--- config.mk ---
export PLATFORM = sky130hd
export DESIGN_NAME = memory_barrier_ordering
export DESIGN_NICKNAME = d
export VERILOG_FILES = /design/src/rtl/barrier_pkg.sv /design/src/rtl/track_if.sv /design/src/rtl/access_tracker.sv /design/src/rtl/barrier_type_decode.sv /design/src/rtl/memory_barrier_ordering.sv
export SDC_FILE = /design/constraint.sdc
export NUM_CORES = 1
export LEC_CHECK = 0
export ABC_CLOCK_PERIOD_IN_PS = 2740
export BUFFER_PORTS_ARGS = -buffer_cell sky130_fd_sc_hd__buf_4
export CORE_AREA = 2 2 120 122
export DETAILED_ROUTE_END_ITERATION = 10
export DIE_AREA = 0 0 122 124
export HOLD_SLACK_MARGIN = 0.06
export MAX_ROUTING_LAYER = met4
export PLACE_DENSITY = 0.71
export REMOVE_ABC_BUFFERS = 1
export SLEW_MARGIN = 40
export SYNTH_ARGS = -nofsm -noshare
export SYNTH_HDL_FRONTEND = slang
export SYNTH_HIERARCHICAL = 1
export SYNTH_SLANG_ARGS = --single-unit
--- constraint.sdc ---
create_clock -name core_clk -period 2.74 [get_ports core_clk]
set_clock_uncertainty 0.2 [all_clocks]
set_input_delay 0 -clock core_clk [delete_from_list [all_inputs] [get_ports core_clk]]
set_output_delay 0 -clock core_clk [all_outputs]
set_load 0.1 [all_outputs]
--- src/rtl/barrier_pkg.sv ---
// Purpose: shared constants and types for the memory barrier ordering block
// Assumes: kind masks use bit 0 for loads and bit 1 for stores
// Notes: counters are narrow; the issue logic stalls a kind whose counter is full
package barrier_pkg;

  // barrier type field position inside the barrier instruction word
  localparam int unsigned STYPE_MSB = 10;
  localparam int unsigned STYPE_LSB = 6;

  // barrier type codes with behaviour of their own
  localparam logic [4:0] STYPE_FULL = 5'h00;
  localparam logic [4:0] STYPE_STORE_ORDER = 5'h04;
  localparam logic [4:0] STYPE_FULL_ORDER = 5'h10;
  localparam logic [4:0] STYPE_ACQUIRE = 5'h11;
  localparam logic [4:0] STYPE_RELEASE = 5'h12;
  localparam logic [4:0] STYPE_LOAD_ORDER = 5'h13;

  // access kind masks
  localparam logic [1:0] KIND_NONE = 2'h0;
  localparam logic [1:0] KIND_LOAD = 2'h1;
  localparam logic [1:0] KIND_STORE = 2'h2;
  localparam logic [1:0] KIND_BOTH = 2'h3;

  // outstanding access counters
  localparam int unsigned CNT_W = 4;
  localparam logic [CNT_W-1:0] CNT_ZERO = 4'h0;
  localparam logic [CNT_W-1:0] CNT_ONE = 4'h1;
  localparam logic [CNT_W-1:0] CNT_MAX = 4'hf;

  // operations offered by the issue stage
  typedef enum logic [2:0] {
    OP_LOAD = 3'b000,
    OP_STORE = 3'b001,
    OP_CACHE = 3'b010,
    OP_PREFETCH = 3'b011,
    OP_INDEXED_PREFETCH = 3'b100,
    OP_BARRIER = 3'b101
  } mem_op_e;

  // memory access type of an access
  typedef enum logic [1:0] {
    CCA_UNCACHED = 2'b00,
    CCA_COHERENT = 2'b01,
    CCA_NONCOHERENT = 2'b10,
    CCA_OTHER = 2'b11
  } cca_e;

  // barrier sequencer states
  typedef enum logic [0:0] {
    ST_IDLE = 1'b0,
    ST_WAIT = 1'b1
  } barrier_state_e;

  // what a decoded barrier demands
  typedef struct packed {
    logic [1:0] older_ord; // older kinds that must reach the ordering point
    logic [1:0] younger;   // younger kinds held until completion
    logic [1:0] older_gp;  // older kinds that must be globally performed
  } barrier_masks_s;

  localparam barrier_masks_s MASKS_RESET = 6'h00;

  // kind of a memory operation; maintenance and prefetch count as both
  function automatic logic [1:0] op_kind(input mem_op_e op);
    case (op)
      OP_LOAD: op_kind = KIND_LOAD;
      OP_STORE: op_kind = KIND_STORE;
      OP_CACHE, OP_PREFETCH, OP_INDEXED_PREFETCH: op_kind = KIND_BOTH;
      default: op_kind = KIND_NONE;
    endcase
  endfunction

  // only shared uncached or cached coherent accesses are synchronizable
  function automatic logic is_sync(input cca_e cca, input logic shared);
    is_sync = shared && (cca == CCA_UNCACHED || cca == CCA_COHERENT);
  endfunction

endpackage

--- src/rtl/track_if.sv ---
// Purpose: carries one access kind's events and status between control and tracker
// Assumes: all signals sampled on the core clock
// Notes: one instance per access kind
`timescale 1ns/1ps
interface track_if;
  logic inc;      // a synchronizable access of this kind issued
  logic ord_dec;  // one reached the ordering point
  logic gp_dec;   // one became globally performed
  logic snap;     // barrier taken: freeze current counts as older
  logic ord_pend; // older ones still short of the ordering point
  logic gp_pend;  // older ones still not globally performed
  logic full;     // counter saturated, stop issuing this kind

  modport tracker (input inc, ord_dec, gp_dec, snap, output ord_pend, gp_pend, full);
  modport ctrl (output inc, ord_dec, gp_dec, snap, input ord_pend, gp_pend, full);
endinterface

--- src/rtl/access_tracker.sv ---
// Purpose: counts outstanding accesses of one kind and the older ones at a barrier
// Assumes: done events of one kind are reported in issue order
// Notes: older counts drain on done events after the snapshot
`timescale 1ns/1ps
module access_tracker
  import barrier_pkg::*;
(
  input wire logic core_clk,
  input wire logic arst_n,
  track_if.tracker trk
);

  logic [CNT_W-1:0] ord_cnt; // issued, not yet at the ordering point
  logic [CNT_W-1:0] gp_cnt;  // issued, not yet globally performed
  logic [CNT_W-1:0] ord_old; // older than the active barrier
  logic [CNT_W-1:0] gp_old;

  // drop one on a done event, never below zero
  function automatic logic [CNT_W-1:0] drain(input logic [CNT_W-1:0] c, input logic d);
    drain = (d && c != CNT_ZERO) ? c - CNT_ONE : c;
  endfunction

  // running counts of everything in flight
  always_ff @(posedge core_clk or negedge arst_n) begin
    if (!arst_n) begin
      ord_cnt <= CNT_ZERO;
      gp_cnt <= CNT_ZERO;
    end else begin
      ord_cnt <= drain(ord_cnt, trk.ord_dec) + {{(CNT_W-1){1'b0}}, trk.inc};
      gp_cnt <= drain(gp_cnt, trk.gp_dec) + {{(CNT_W-1){1'b0}}, trk.inc};
    end
  end

  // older counts: snapshot at barrier take, then drain
  always_ff @(posedge core_clk or negedge arst_n) begin
    if (!arst_n) begin
      ord_old <= CNT_ZERO;
      gp_old <= CNT_ZERO;
    end else if (trk.snap) begin
      ord_old <= drain(ord_cnt, trk.ord_dec);
      gp_old <= drain(gp_cnt, trk.gp_dec);
    end else begin
      ord_old <= drain(ord_old, trk.ord_dec);
      gp_old <= drain(gp_old, trk.gp_dec);
    end
  end

  assign trk.ord_pend = (ord_old != CNT_ZERO);
  assign trk.gp_pend = (gp_old != CNT_ZERO);
  // gp count is never below ord count, so it alone bounds overflow
  assign trk.full = (gp_cnt == CNT_MAX);

endmodule

--- src/rtl/barrier_type_decode.sv ---
// Purpose: turns a five-bit barrier type into older and younger kind masks
// Assumes: purely combinational
// Notes: codes without behaviour of their own act as the full completion barrier
`timescale 1ns/1ps
module barrier_type_decode
  import barrier_pkg::*;
(
  input wire logic [4:0] stype,
  output barrier_masks_s masks
);

  // one row per type code
  always_comb begin
    case (stype)
      STYPE_STORE_ORDER: masks = '{older_ord: KIND_STORE, younger: KIND_STORE,
                                  older_gp: KIND_NONE};
      STYPE_FULL_ORDER: masks = '{older_ord: KIND_BOTH, younger: KIND_BOTH,
                                 older_gp: KIND_NONE};
      STYPE_ACQUIRE: masks = '{older_ord: KIND_LOAD, younger: KIND_BOTH,
                              older_gp: KIND_NONE};
      STYPE_RELEASE: masks = '{older_ord: KIND_BOTH, younger: KIND_STORE,
                              older_gp: KIND_NONE};
      STYPE_LOAD_ORDER: masks = '{older_ord: KIND_LOAD, younger: KIND_LOAD,
                                 older_gp: KIND_NONE};
      // type zero, vendor codes and reserved codes: full completion
      default: masks = '{older_ord: KIND_BOTH, younger: KIND_BOTH,
                        older_gp: KIND_BOTH};
    endcase
  end

endmodule

--- src/rtl/memory_barrier_ordering.sv ---
// Purpose: barrier control in front of the load/store datapath
// Assumes: the datapath takes every issued access; done pulses only for
//   synchronizable accesses and in issue order per kind
// Notes: one-entry hold keeps younger accesses in program order
`timescale 1ns/1ps
module memory_barrier_ordering
  import barrier_pkg::*;
(
  input wire logic core_clk,
  input wire logic arst_n,
  input wire logic in_valid,
  output logic in_ready,
  input wire logic [2:0] in_op,
  input wire logic [31:0] in_instr,
  input wire logic [1:0] in_cca,
  input wire logic in_shared,
  output logic out_valid,
  output logic out_is_load,
  output logic out_is_store,
  output logic out_sync,
  output logic [31:0] out_instr,
  input wire logic ord_load_done,
  input wire logic ord_store_done,
  input wire logic gp_load_done,
  input wire logic gp_store_done,
  output logic barrier_busy,
  output logic barrier_done,
  output logic [4:0] barrier_stype,
  output logic younger_held
);

  // per-kind tracking links
  track_if ld_trk ();
  track_if st_trk ();

  // sequencer state
  barrier_state_e state;
  barrier_state_e next_state;

  // masks of the barrier now in force
  barrier_masks_s act_masks;

  // hold entry: an access or barrier that could not proceed
  logic hold_valid;
  mem_op_e hold_op;
  logic [31:0] hold_instr;
  cca_e hold_cca;
  logic hold_shared;

  // candidate for this cycle: the hold entry, else a fresh input
  logic cand_valid;
  mem_op_e cand_op;
  logic [31:0] cand_instr;
  cca_e cand_cca;
  logic cand_shared;

  // decoded view of the candidate
  logic [1:0] cand_kind;
  logic cand_sync;
  logic cand_barrier;
  barrier_masks_s cand_masks;

  // per-cycle decisions
  logic met;          // active barrier condition satisfied
  logic blocked;      // candidate access must wait for the barrier
  logic kind_full;    // a counter for the candidate kind is saturated
  logic do_issue;     // candidate access goes to the datapath
  logic do_take;      // candidate barrier is taken
  logic consume;      // candidate leaves this stage
  logic next_hold_valid;

  // candidate selection; in_ready high means the hold is empty
  always_comb begin
    if (hold_valid) begin
      cand_valid = 1'b1;
      cand_op = hold_op;
      cand_instr = hold_instr;
      cand_cca = hold_cca;
      cand_shared = hold_shared;
    end else begin
      cand_valid = in_valid && in_ready;
      cand_op = mem_op_e'(in_op);
      cand_instr = in_instr;
      cand_cca = cca_e'(in_cca);
      cand_shared = in_shared;
    end
  end

  // classify the candidate
  always_comb begin
    cand_kind = op_kind(cand_op);
    // non-synchronizable accesses pass any barrier freely
    cand_sync = is_sync(cand_cca, cand_shared);
    cand_barrier = (cand_op == OP_BARRIER);
  end

  // type field taken straight from the instruction word
  barrier_type_decode u_decode (
    .stype (cand_instr[STYPE_MSB:STYPE_LSB]),
    .masks (cand_masks)
  );

  // barrier condition: older kinds drained to the point the type demands;
  // gp pending only matters for the completion form
  always_comb begin
    met = 1'b1;
    if (|(act_masks.older_ord & {st_trk.ord_pend, ld_trk.ord_pend})) begin
      met = 1'b0;
    end
    if (|(act_masks.older_gp & {st_trk.gp_pend, ld_trk.gp_pend})) begin
      met = 1'b0;
    end
  end

  // issue decision for the candidate
  always_comb begin
    // younger constrained kinds wait while a barrier is open
    blocked = (state == ST_WAIT) && cand_sync && (|(cand_kind & act_masks.younger));
    // a full counter would lose track, so stall that kind briefly
    kind_full = (cand_kind[0] && ld_trk.full) || (cand_kind[1] && st_trk.full);
    do_issue = cand_valid && !cand_barrier && !blocked && !kind_full;
    // a second barrier waits until the first one completes
    do_take = cand_valid && cand_barrier && (state == ST_IDLE);
    consume = do_issue || do_take;
    next_hold_valid = cand_valid && !consume;
  end

  // tracker events; only synchronizable accesses are counted
  always_comb begin
    ld_trk.inc = do_issue && cand_sync && cand_kind[0];
    st_trk.inc = do_issue && cand_sync && cand_kind[1];
    ld_trk.ord_dec = ord_load_done;
    st_trk.ord_dec = ord_store_done;
    // load completion means register written; store means visible to all
    ld_trk.gp_dec = gp_load_done;
    st_trk.gp_dec = gp_store_done;
    // freezing counts at take splits older from younger
    ld_trk.snap = do_take;
    st_trk.snap = do_take;
  end

  // one tracker per access kind
  access_tracker u_load_trk (
    .core_clk (core_clk),
    .arst_n (arst_n),
    .trk (ld_trk.tracker)
  );

  access_tracker u_store_trk (
    .core_clk (core_clk),
    .arst_n (arst_n),
    .trk (st_trk.tracker)
  );

  // next state of the sequencer
  always_comb begin
    next_state = state;
    case (state)
      ST_IDLE: begin
        if (do_take) begin
          next_state = ST_WAIT;
        end
      end
      ST_WAIT: begin
        // completion releases held accesses from the next cycle on
        if (met) begin
          next_state = ST_IDLE;
        end
      end
      default: begin
        next_state = ST_IDLE;
      end
    endcase
  end

  // sequencer state register
  always_ff @(posedge core_clk or negedge arst_n) begin
    if (!arst_n) begin
      state <= ST_IDLE;
    end else begin
      state <= next_state;
    end
  end

  // masks of the active barrier, loaded at take
  always_ff @(posedge core_clk or negedge arst_n) begin
    if (!arst_n) begin
      act_masks <= MASKS_RESET;
      barrier_stype <= STYPE_FULL;
    end else if (do_take) begin
      // unknown and reserved codes already decode as full completion
      act_masks <= cand_masks;
      barrier_stype <= cand_instr[STYPE_MSB:STYPE_LSB];
    end
  end

  // hold entry: keeps a waiting candidate so order is never broken
  always_ff @(posedge core_clk or negedge arst_n) begin
    if (!arst_n) begin
      hold_valid <= 1'b0;
      hold_op <= OP_LOAD;
      hold_instr <= 32'h0000_0000;
      hold_cca <= CCA_UNCACHED;
      hold_shared <= 1'b0;
    end else begin
      hold_valid <= next_hold_valid;
      if (!hold_valid && next_hold_valid) begin
        hold_op <= cand_op;
        hold_instr <= cand_instr;
        hold_cca <= cand_cca;
        hold_shared <= cand_shared;
      end
    end
  end

  // input ready: registered, high only when the hold will be empty
  always_ff @(posedge core_clk or negedge arst_n) begin
    if (!arst_n) begin
      in_ready <= 1'b0;
    end else begin
      in_ready <= !next_hold_valid;
    end
  end

  // access toward the datapath; it never reorders past the ordering
  // point, so older external requests perform first
  always_ff @(posedge core_clk or negedge arst_n) begin
    if (!arst_n) begin
      out_valid <= 1'b0;
      out_is_load <= 1'b0;
      out_is_store <= 1'b0;
      out_sync <= 1'b0;
      out_instr <= 32'h0000_0000;
    end else begin
      out_valid <= do_issue;
      if (do_issue) begin
        out_is_load <= cand_kind[0];
        out_is_store <= cand_kind[1];
        out_sync <= cand_sync;
        out_instr <= cand_instr;
      end
    end
  end

  // barrier status seen by the pipeline; fetches never wait on it
  always_ff @(posedge core_clk or negedge arst_n) begin
    if (!arst_n) begin
      barrier_busy <= 1'b0;
      barrier_done <= 1'b0;
    end else begin
      barrier_busy <= (next_state == ST_WAIT);
      barrier_done <= (state == ST_WAIT) && met;
    end
  end

  // held flag: an access or barrier is waiting in the hold
  always_ff @(posedge core_clk or negedge arst_n) begin
    if (!arst_n) begin
      younger_held <= 1'b0;
    end else begin
      younger_held <= next_hold_valid;
    end
  end

endmodule

; ---- Word level (Yosys, flattened, before mapping)
; Cells that the tools add are included.
[word_totals]
ff_bits = 121
out_inout_bits = 45
[classes]
addsub = 12
n_eq_ne = 13
muxes = 24
bitwise_logic = 4
reduce_logical = 52
[ops]
columns = operator, n
row1 = $mux 4, 12
row2 = $mux 32, 1
row3 = $reduce_bool 4->1, 8
row4 = $sub 4x1->4 const B, 8
row5 = $pmux 6 s5, 1
row6 = $logic_and 1x1->1, 25
row7 = $eq 5x5->1 const B, 4
row8 = $add 4x1->4, 4
row9 = $eq 4x4->1 const B, 2
row10 = $reduce_bool 2->1, 4
row11 = $and 2x2->2, 3
row12 = $eq 3x2->1 const B, 2
row13 = $eq 3x3->1 const B, 2
row14 = $logic_not 1->1, 6
row15 = $mux 1, 6
row16 = $pmux 2 s3, 1
row17 = $reduce_or 2->1, 3
row18 = $eq 5x3->1 const B, 1
row19 = $eq 3x1->1 const B, 1
row20 = $logic_not 3->1, 1
row21 = $logic_or 1x1->1, 3
row22 = $mux 3, 1
row23 = $reduce_or 3->1, 1
row24 = $eq 2x1->1 const B, 1
row25 = 4 further kinds, 4

; ---- Depth between registers and ports, before layout
[logic_depth]
depth_word = 14
depth_mapped = 10

; ---- Hierarchy
; Netlist, hierarchy kept.
[modules_own_cells]
columns = module, n_inst, cells_each, area_each_um2, seq_area_each_um2
row1 = memory_barrier_ordering, 1, 253, 3962.6, 2202.1
row2 = access_tracker, 2, 96, 1011.0, 400.4
row3 = barrier_type_decode, 1, 11, 76.3, 0.0

; ---- Worst setup path after synthesis
; No wires, ideal clock.
[synth_timing]
path_type = register -> register
startpoint = register younger_held (netlist name)
endpoint = register u_load_trk.ord_cnt[3]
setup_ps = 80
arrival_ps = 2840
path_slack_ps = -380
path_stages_with_launch = 11
path_buffers = 2
path_cell_list = dfrtp_1 -> buf_2 -> a21oi_1 -> nor4_1 -> a32oi_2 -> nor2_1 -> buf_2 -> and3b_1 -> ha_1 -> nor4b_4 -> xnor2_1
[synth_rtl]
columns = item, line
row1 = "end signal, assigned", access_tracker.sv:29  ; ord_cnt <= drain(ord_cnt, trk.ord_dec) + {{(CNT_W-1){1'b0}}, trk.inc};
row2 = "end, declared", access_tracker.sv:13  ; logic [CNT_W-1:0] ord_cnt;

; ---- Worst setup path after layout
[layout_timing]
startpoint = register u_store_trk.gp_cnt[0]
endpoint = register out_instr[18]
[layout_via]
elab_chain_cells = 5
[layout_rtl]
columns = item, line
row1 = "start, declared", access_tracker.sv:14  ; logic [CNT_W-1:0] gp_cnt;
row2 = "start signal, assigned", access_tracker.sv:30  ; gp_cnt <= drain(gp_cnt, trk.gp_dec) + {{(CNT_W-1){1'b0}}, trk.inc};
row3 = $eq 4x4->1, access_tracker.sv:51  ; assign trk.full = (gp_cnt == CNT_MAX);
row4 = net st_trk.full, track_if.sv:12  ; logic full;
row5 = $logic_and 1x1->1, memory_barrier_ordering.sv:120  ; kind_full = (cand_kind[0] && ld_trk.full) || (cand_kind[1] && st_trk.full);
row6 = $logic_or 1x1->1, memory_barrier_ordering.sv:120
row7 = $logic_not 1->1, memory_barrier_ordering.sv:121  ; do_issue = cand_valid && !cand_barrier && !blocked && !kind_full;
row8 = $logic_and 1x1->1, memory_barrier_ordering.sv:121
row9 = "end signal, assigned", memory_barrier_ordering.sv:240  ; out_instr <= cand_instr;
row10 = "end, declared", memory_barrier_ordering.sv:21  ; output logic [31:0] out_instr,
; The timed path passes the listed nets, and every way through them passes these cells.
; A chain may end at the register's enable or synchronous reset.

==> flow_metrics.env <==
export IMPL_status="complete, no violations"
export IMPL_cts_root_buf="clkbuf_16"
export IMPL_antenna_found_initial=0
export IMPL_io_pins=90
export IMPL_syn_avg_cell_area_sq_um=13.29
export IMPL_layout_commonest_cell="dfrtp_1"
export IMPL_synth_cells=456
export IMPL_antenna_cells=0
export IMPL_grt_max_degree=86
export IMPL_drive_gt1_share_pct=43.97
export IMPL_hold_buffers=45
export IMPL_drt_pass1_iter_count=4
export IMPL_rsz0062_at_grt="false"
export IMPL_die_y_um=124
export IMPL_r2r_end="out_instr[18]"
export IMPL_drt_initial_drc_count=171
export IMPL_path_class="flop to flop"
export IMPL_yosys_area_share_simple_pct=10.51
export IMPL_required_ns=2.83
export IMPL_gp_congestion=0.7811
export IMPL_reg2reg_slack_ns=0.14
export IMPL_grt_ovfl_total=0
export IMPL_cts_sinks=120
export IMPL_cts_max_level=4
export IMPL_drc_errors=0
export IMPL_period_minus_slack_ns=2.602
export IMPL_synth_fa_ha_area_share_pct=3.716
export IMPL_postCtsSetupBuffers=0
export IMPL_rows=43
export IMPL_synth_area_mux_share_pct=25.52
export IMPL_core_sq_um=13720
export IMPL_start_util_pct=44.18
export IMPL_crit_chain="ha_1, and3_1, nor4_1, a32oi_2, nor2_4, buf_4, mux2_2"
export IMPL_fmaxAchievable_mhz=384.4
export IMPL_cap_viol_max_count=0
export IMPL_ff2ff_path_depth=7
export IMPL_yosysSeqAreaShare_pct=49.55
export IMPL_critPathCapture="out_instr[18]"
export IMPL_cts_resized=0
export IMPL_grt_pass1_wl_um=21890
export IMPL_die_area_sq_um=15130
export IMPL_synth_top_family_by_area="multiplexers"
export IMPL_synthFlopType="dfrtp_1"
export IMPL_cp_startpoint="u_store_trk/gp_cnt[0]"
export IMPL_async_reset_ff_share_pct=100.0
export IMPL_synth_cell_types=48
export IMPL_cpLargestDelayFamily="simple AND/OR/NAND/NOR gates"
export IMPL_hold_viol=0
export IMPL_ys_seq_elements=120
export IMPL_critPathArrivalTime_ns=2.69
export IMPL_clk_insertion_delay_late_ns=0.41
export IMPL_cp_depth=7
export IMPL_grt_use_total_pct=19.35
export IMPL_min_path_type="input pin to flop"
export IMPL_cpMaxStageDelayCell="dfrtp_1"
export IMPL_relSlewSlack_pct=68.47
export IMPL_cts_buffers_inserted=17
export IMPL_cp_max_fo=28
export IMPL_synth_edf_count=0
export IMPL_syn_area_sq_um=6061
export IMPL_dpl_hpwl_um=8469
export IMPL_chipWidth_um=122
export IMPL_final_max_slew_violation_count=0
export IMPL_period_share_pct=94.95
export IMPL_wl_per_cell_um=16.42
export IMPL_setup_violations=0
export IMPL_vias=4062
export IMPL_drt_wl_total_um=13040
export IMPL_viasPerCell=5.116
export IMPL_grt_pass1_vias=4484
export IMPL_drtAntennaViolNets=0
export IMPL_worst_pin_slew_ns=0.4729
export IMPL_cts_tree="done"
export IMPL_portBuffers=88
export IMPL_slowest_delay_ns=0.42
export IMPL_cts_buffer_depth=2
export IMPL_path_buf_inv=1
export IMPL_area_growth_pct=33.82
export IMPL_mostFrequentLayoutCells="dfrtp_1 (119), buf_4 (95), mux2_2 (92), dlygate4sd3_1 (44), mux2_4 (30)"
export IMPL_final_core_util_pct=59.12
export IMPL_worstReg2RegStart="u_store_trk/gp_cnt[0]"
export IMPL_cp_end_kind="flop"
export IMPL_ys_warn_count=6
export IMPL_synth_compound_gate_area_share_pct=4.996
export IMPL_worst_setup_path_start_kind="flop"
export IMPL_clk_pin_slew_ns=0.06
export IMPL_nNetsFinal=664
export IMPL_synthXorXnorAreaFrac_pct=2.890
-- logic make-up after synthesis --
family	after synthesis
XOR/XNOR	20
adder cells (fa/ha/maj)	18
buffers and inverters	36
multiplexers	128
AO/OA/AOI/OAI	46
AND/OR/NAND/NOR	88
flip-flops	120
-- metrics by stage --
stage | TNS (ns) | worst slack [ns] | hold slack [ns] | std cells | cell area (sq um)
2_1_floorplan | -208.26 | -2.416 | -0.4956 | 439 | 5961
3_3_place_gp | 0 | 0.2089 | -0.2034 | 717 | 6970
3_5_place_dp | 0 | 0.1890 | -0.1984 | 717 | 6970
4_1_cts | 0 | 0.1421 | 0.1509 | 794 | 8110
5_1_grt | 0 | 0.01488 | 0.1572 | 794 | 8110
6_report | 0 | 0.1385 | 0.1632 | 794 | 8110
-- area by class of cell --
cell class	instances	area [sq um]
inverters	19	71.32
clock buffers	21	460.4
repair buffers	143	1234
fillers	1086	5609
flip-flops and latches	120	3004
multi-input cells	300	2897
well taps	180	225.2
clock inverters	11	219.0
-- flip-flops by register name, summed over array words and instances, names as in the netlist, 3 cells and up --
register / cells
u_store_trk/ord_cnt: 4
u_load_trk/ord_cnt: 4
u_store_trk/gp_old: 4
act_masks: 6
u_load_trk/gp_cnt: 4
hold_op: 3
u_store_trk/gp_cnt: 4
out_instr: 32
u_load_trk/ord_old: 4
u_load_trk/gp_old: 4
u_store_trk/ord_old: 4
hold_instr: 32
barrier_stype: 5
-- cells in the mapped netlist (8+ instances only) --
library cell	number	area, sq um
a21oi_1	21	105.1
buf_2	8	40.04
dfrtp_1	120	3003
ha_1	18	225.2
inv_1	19	71.32
mux2_2	92	1036
mux2_4	30	450.4
nand2_1	15	56.30
nor2_1	8	30.03
nor3_1	12	60.06
or4b_1	8	80.08
xnor2_1	18	157.7
-- worst min-delay path by stage --
stage | depth (start not counted) | from | slack (ns) | to
finish | 3 | in_instr[20] | 0.16 | hold_instr[20]
global route | 3 | in_instr[0] | 0.16 | hold_instr[0]
CTS | 3 | in_instr[21] | 0.15 | hold_instr[21]
detailed placement | 1 | arst_n | -0.20 | u_load_trk/ord_cnt[2]
global placement | 1 | arst_n | -0.20 | u_load_trk/ord_cnt[2]
floorplan | 0 | arst_n | -0.50 | act_masks[0]
-- worst register-to-register path, stage by stage (launching register included) --
cell     delay, ns
dfrtp_1       0.42
ha_1          0.22
and3_1        0.19
nor4_1        0.35
a32oi_2       0.15
nor2_4        0.16
buf_4         0.38
mux2_2        0.42
-- layer usage --
| layer | wire [um] | part of all wire [%] | global-route usage [%] | vias to the layer above |
|---|---|---|---|---|
| li1 | - | - | - | 1939 |
| met1 | 5593 | 43 | 22.39 | 2023 |
| met2 | 6655 | 51 | 32.44 | 85 |
| met3 | 612 | 4.7 | 5.540 | 15 |
| met4 | 177 | 1.4 | 6.681 | 0 |
| met5 | 0 | 0 | - | - |
Power is not shown: default switching activity piles up to over one toggle a cycle in this logic, so the estimate is an artifact.
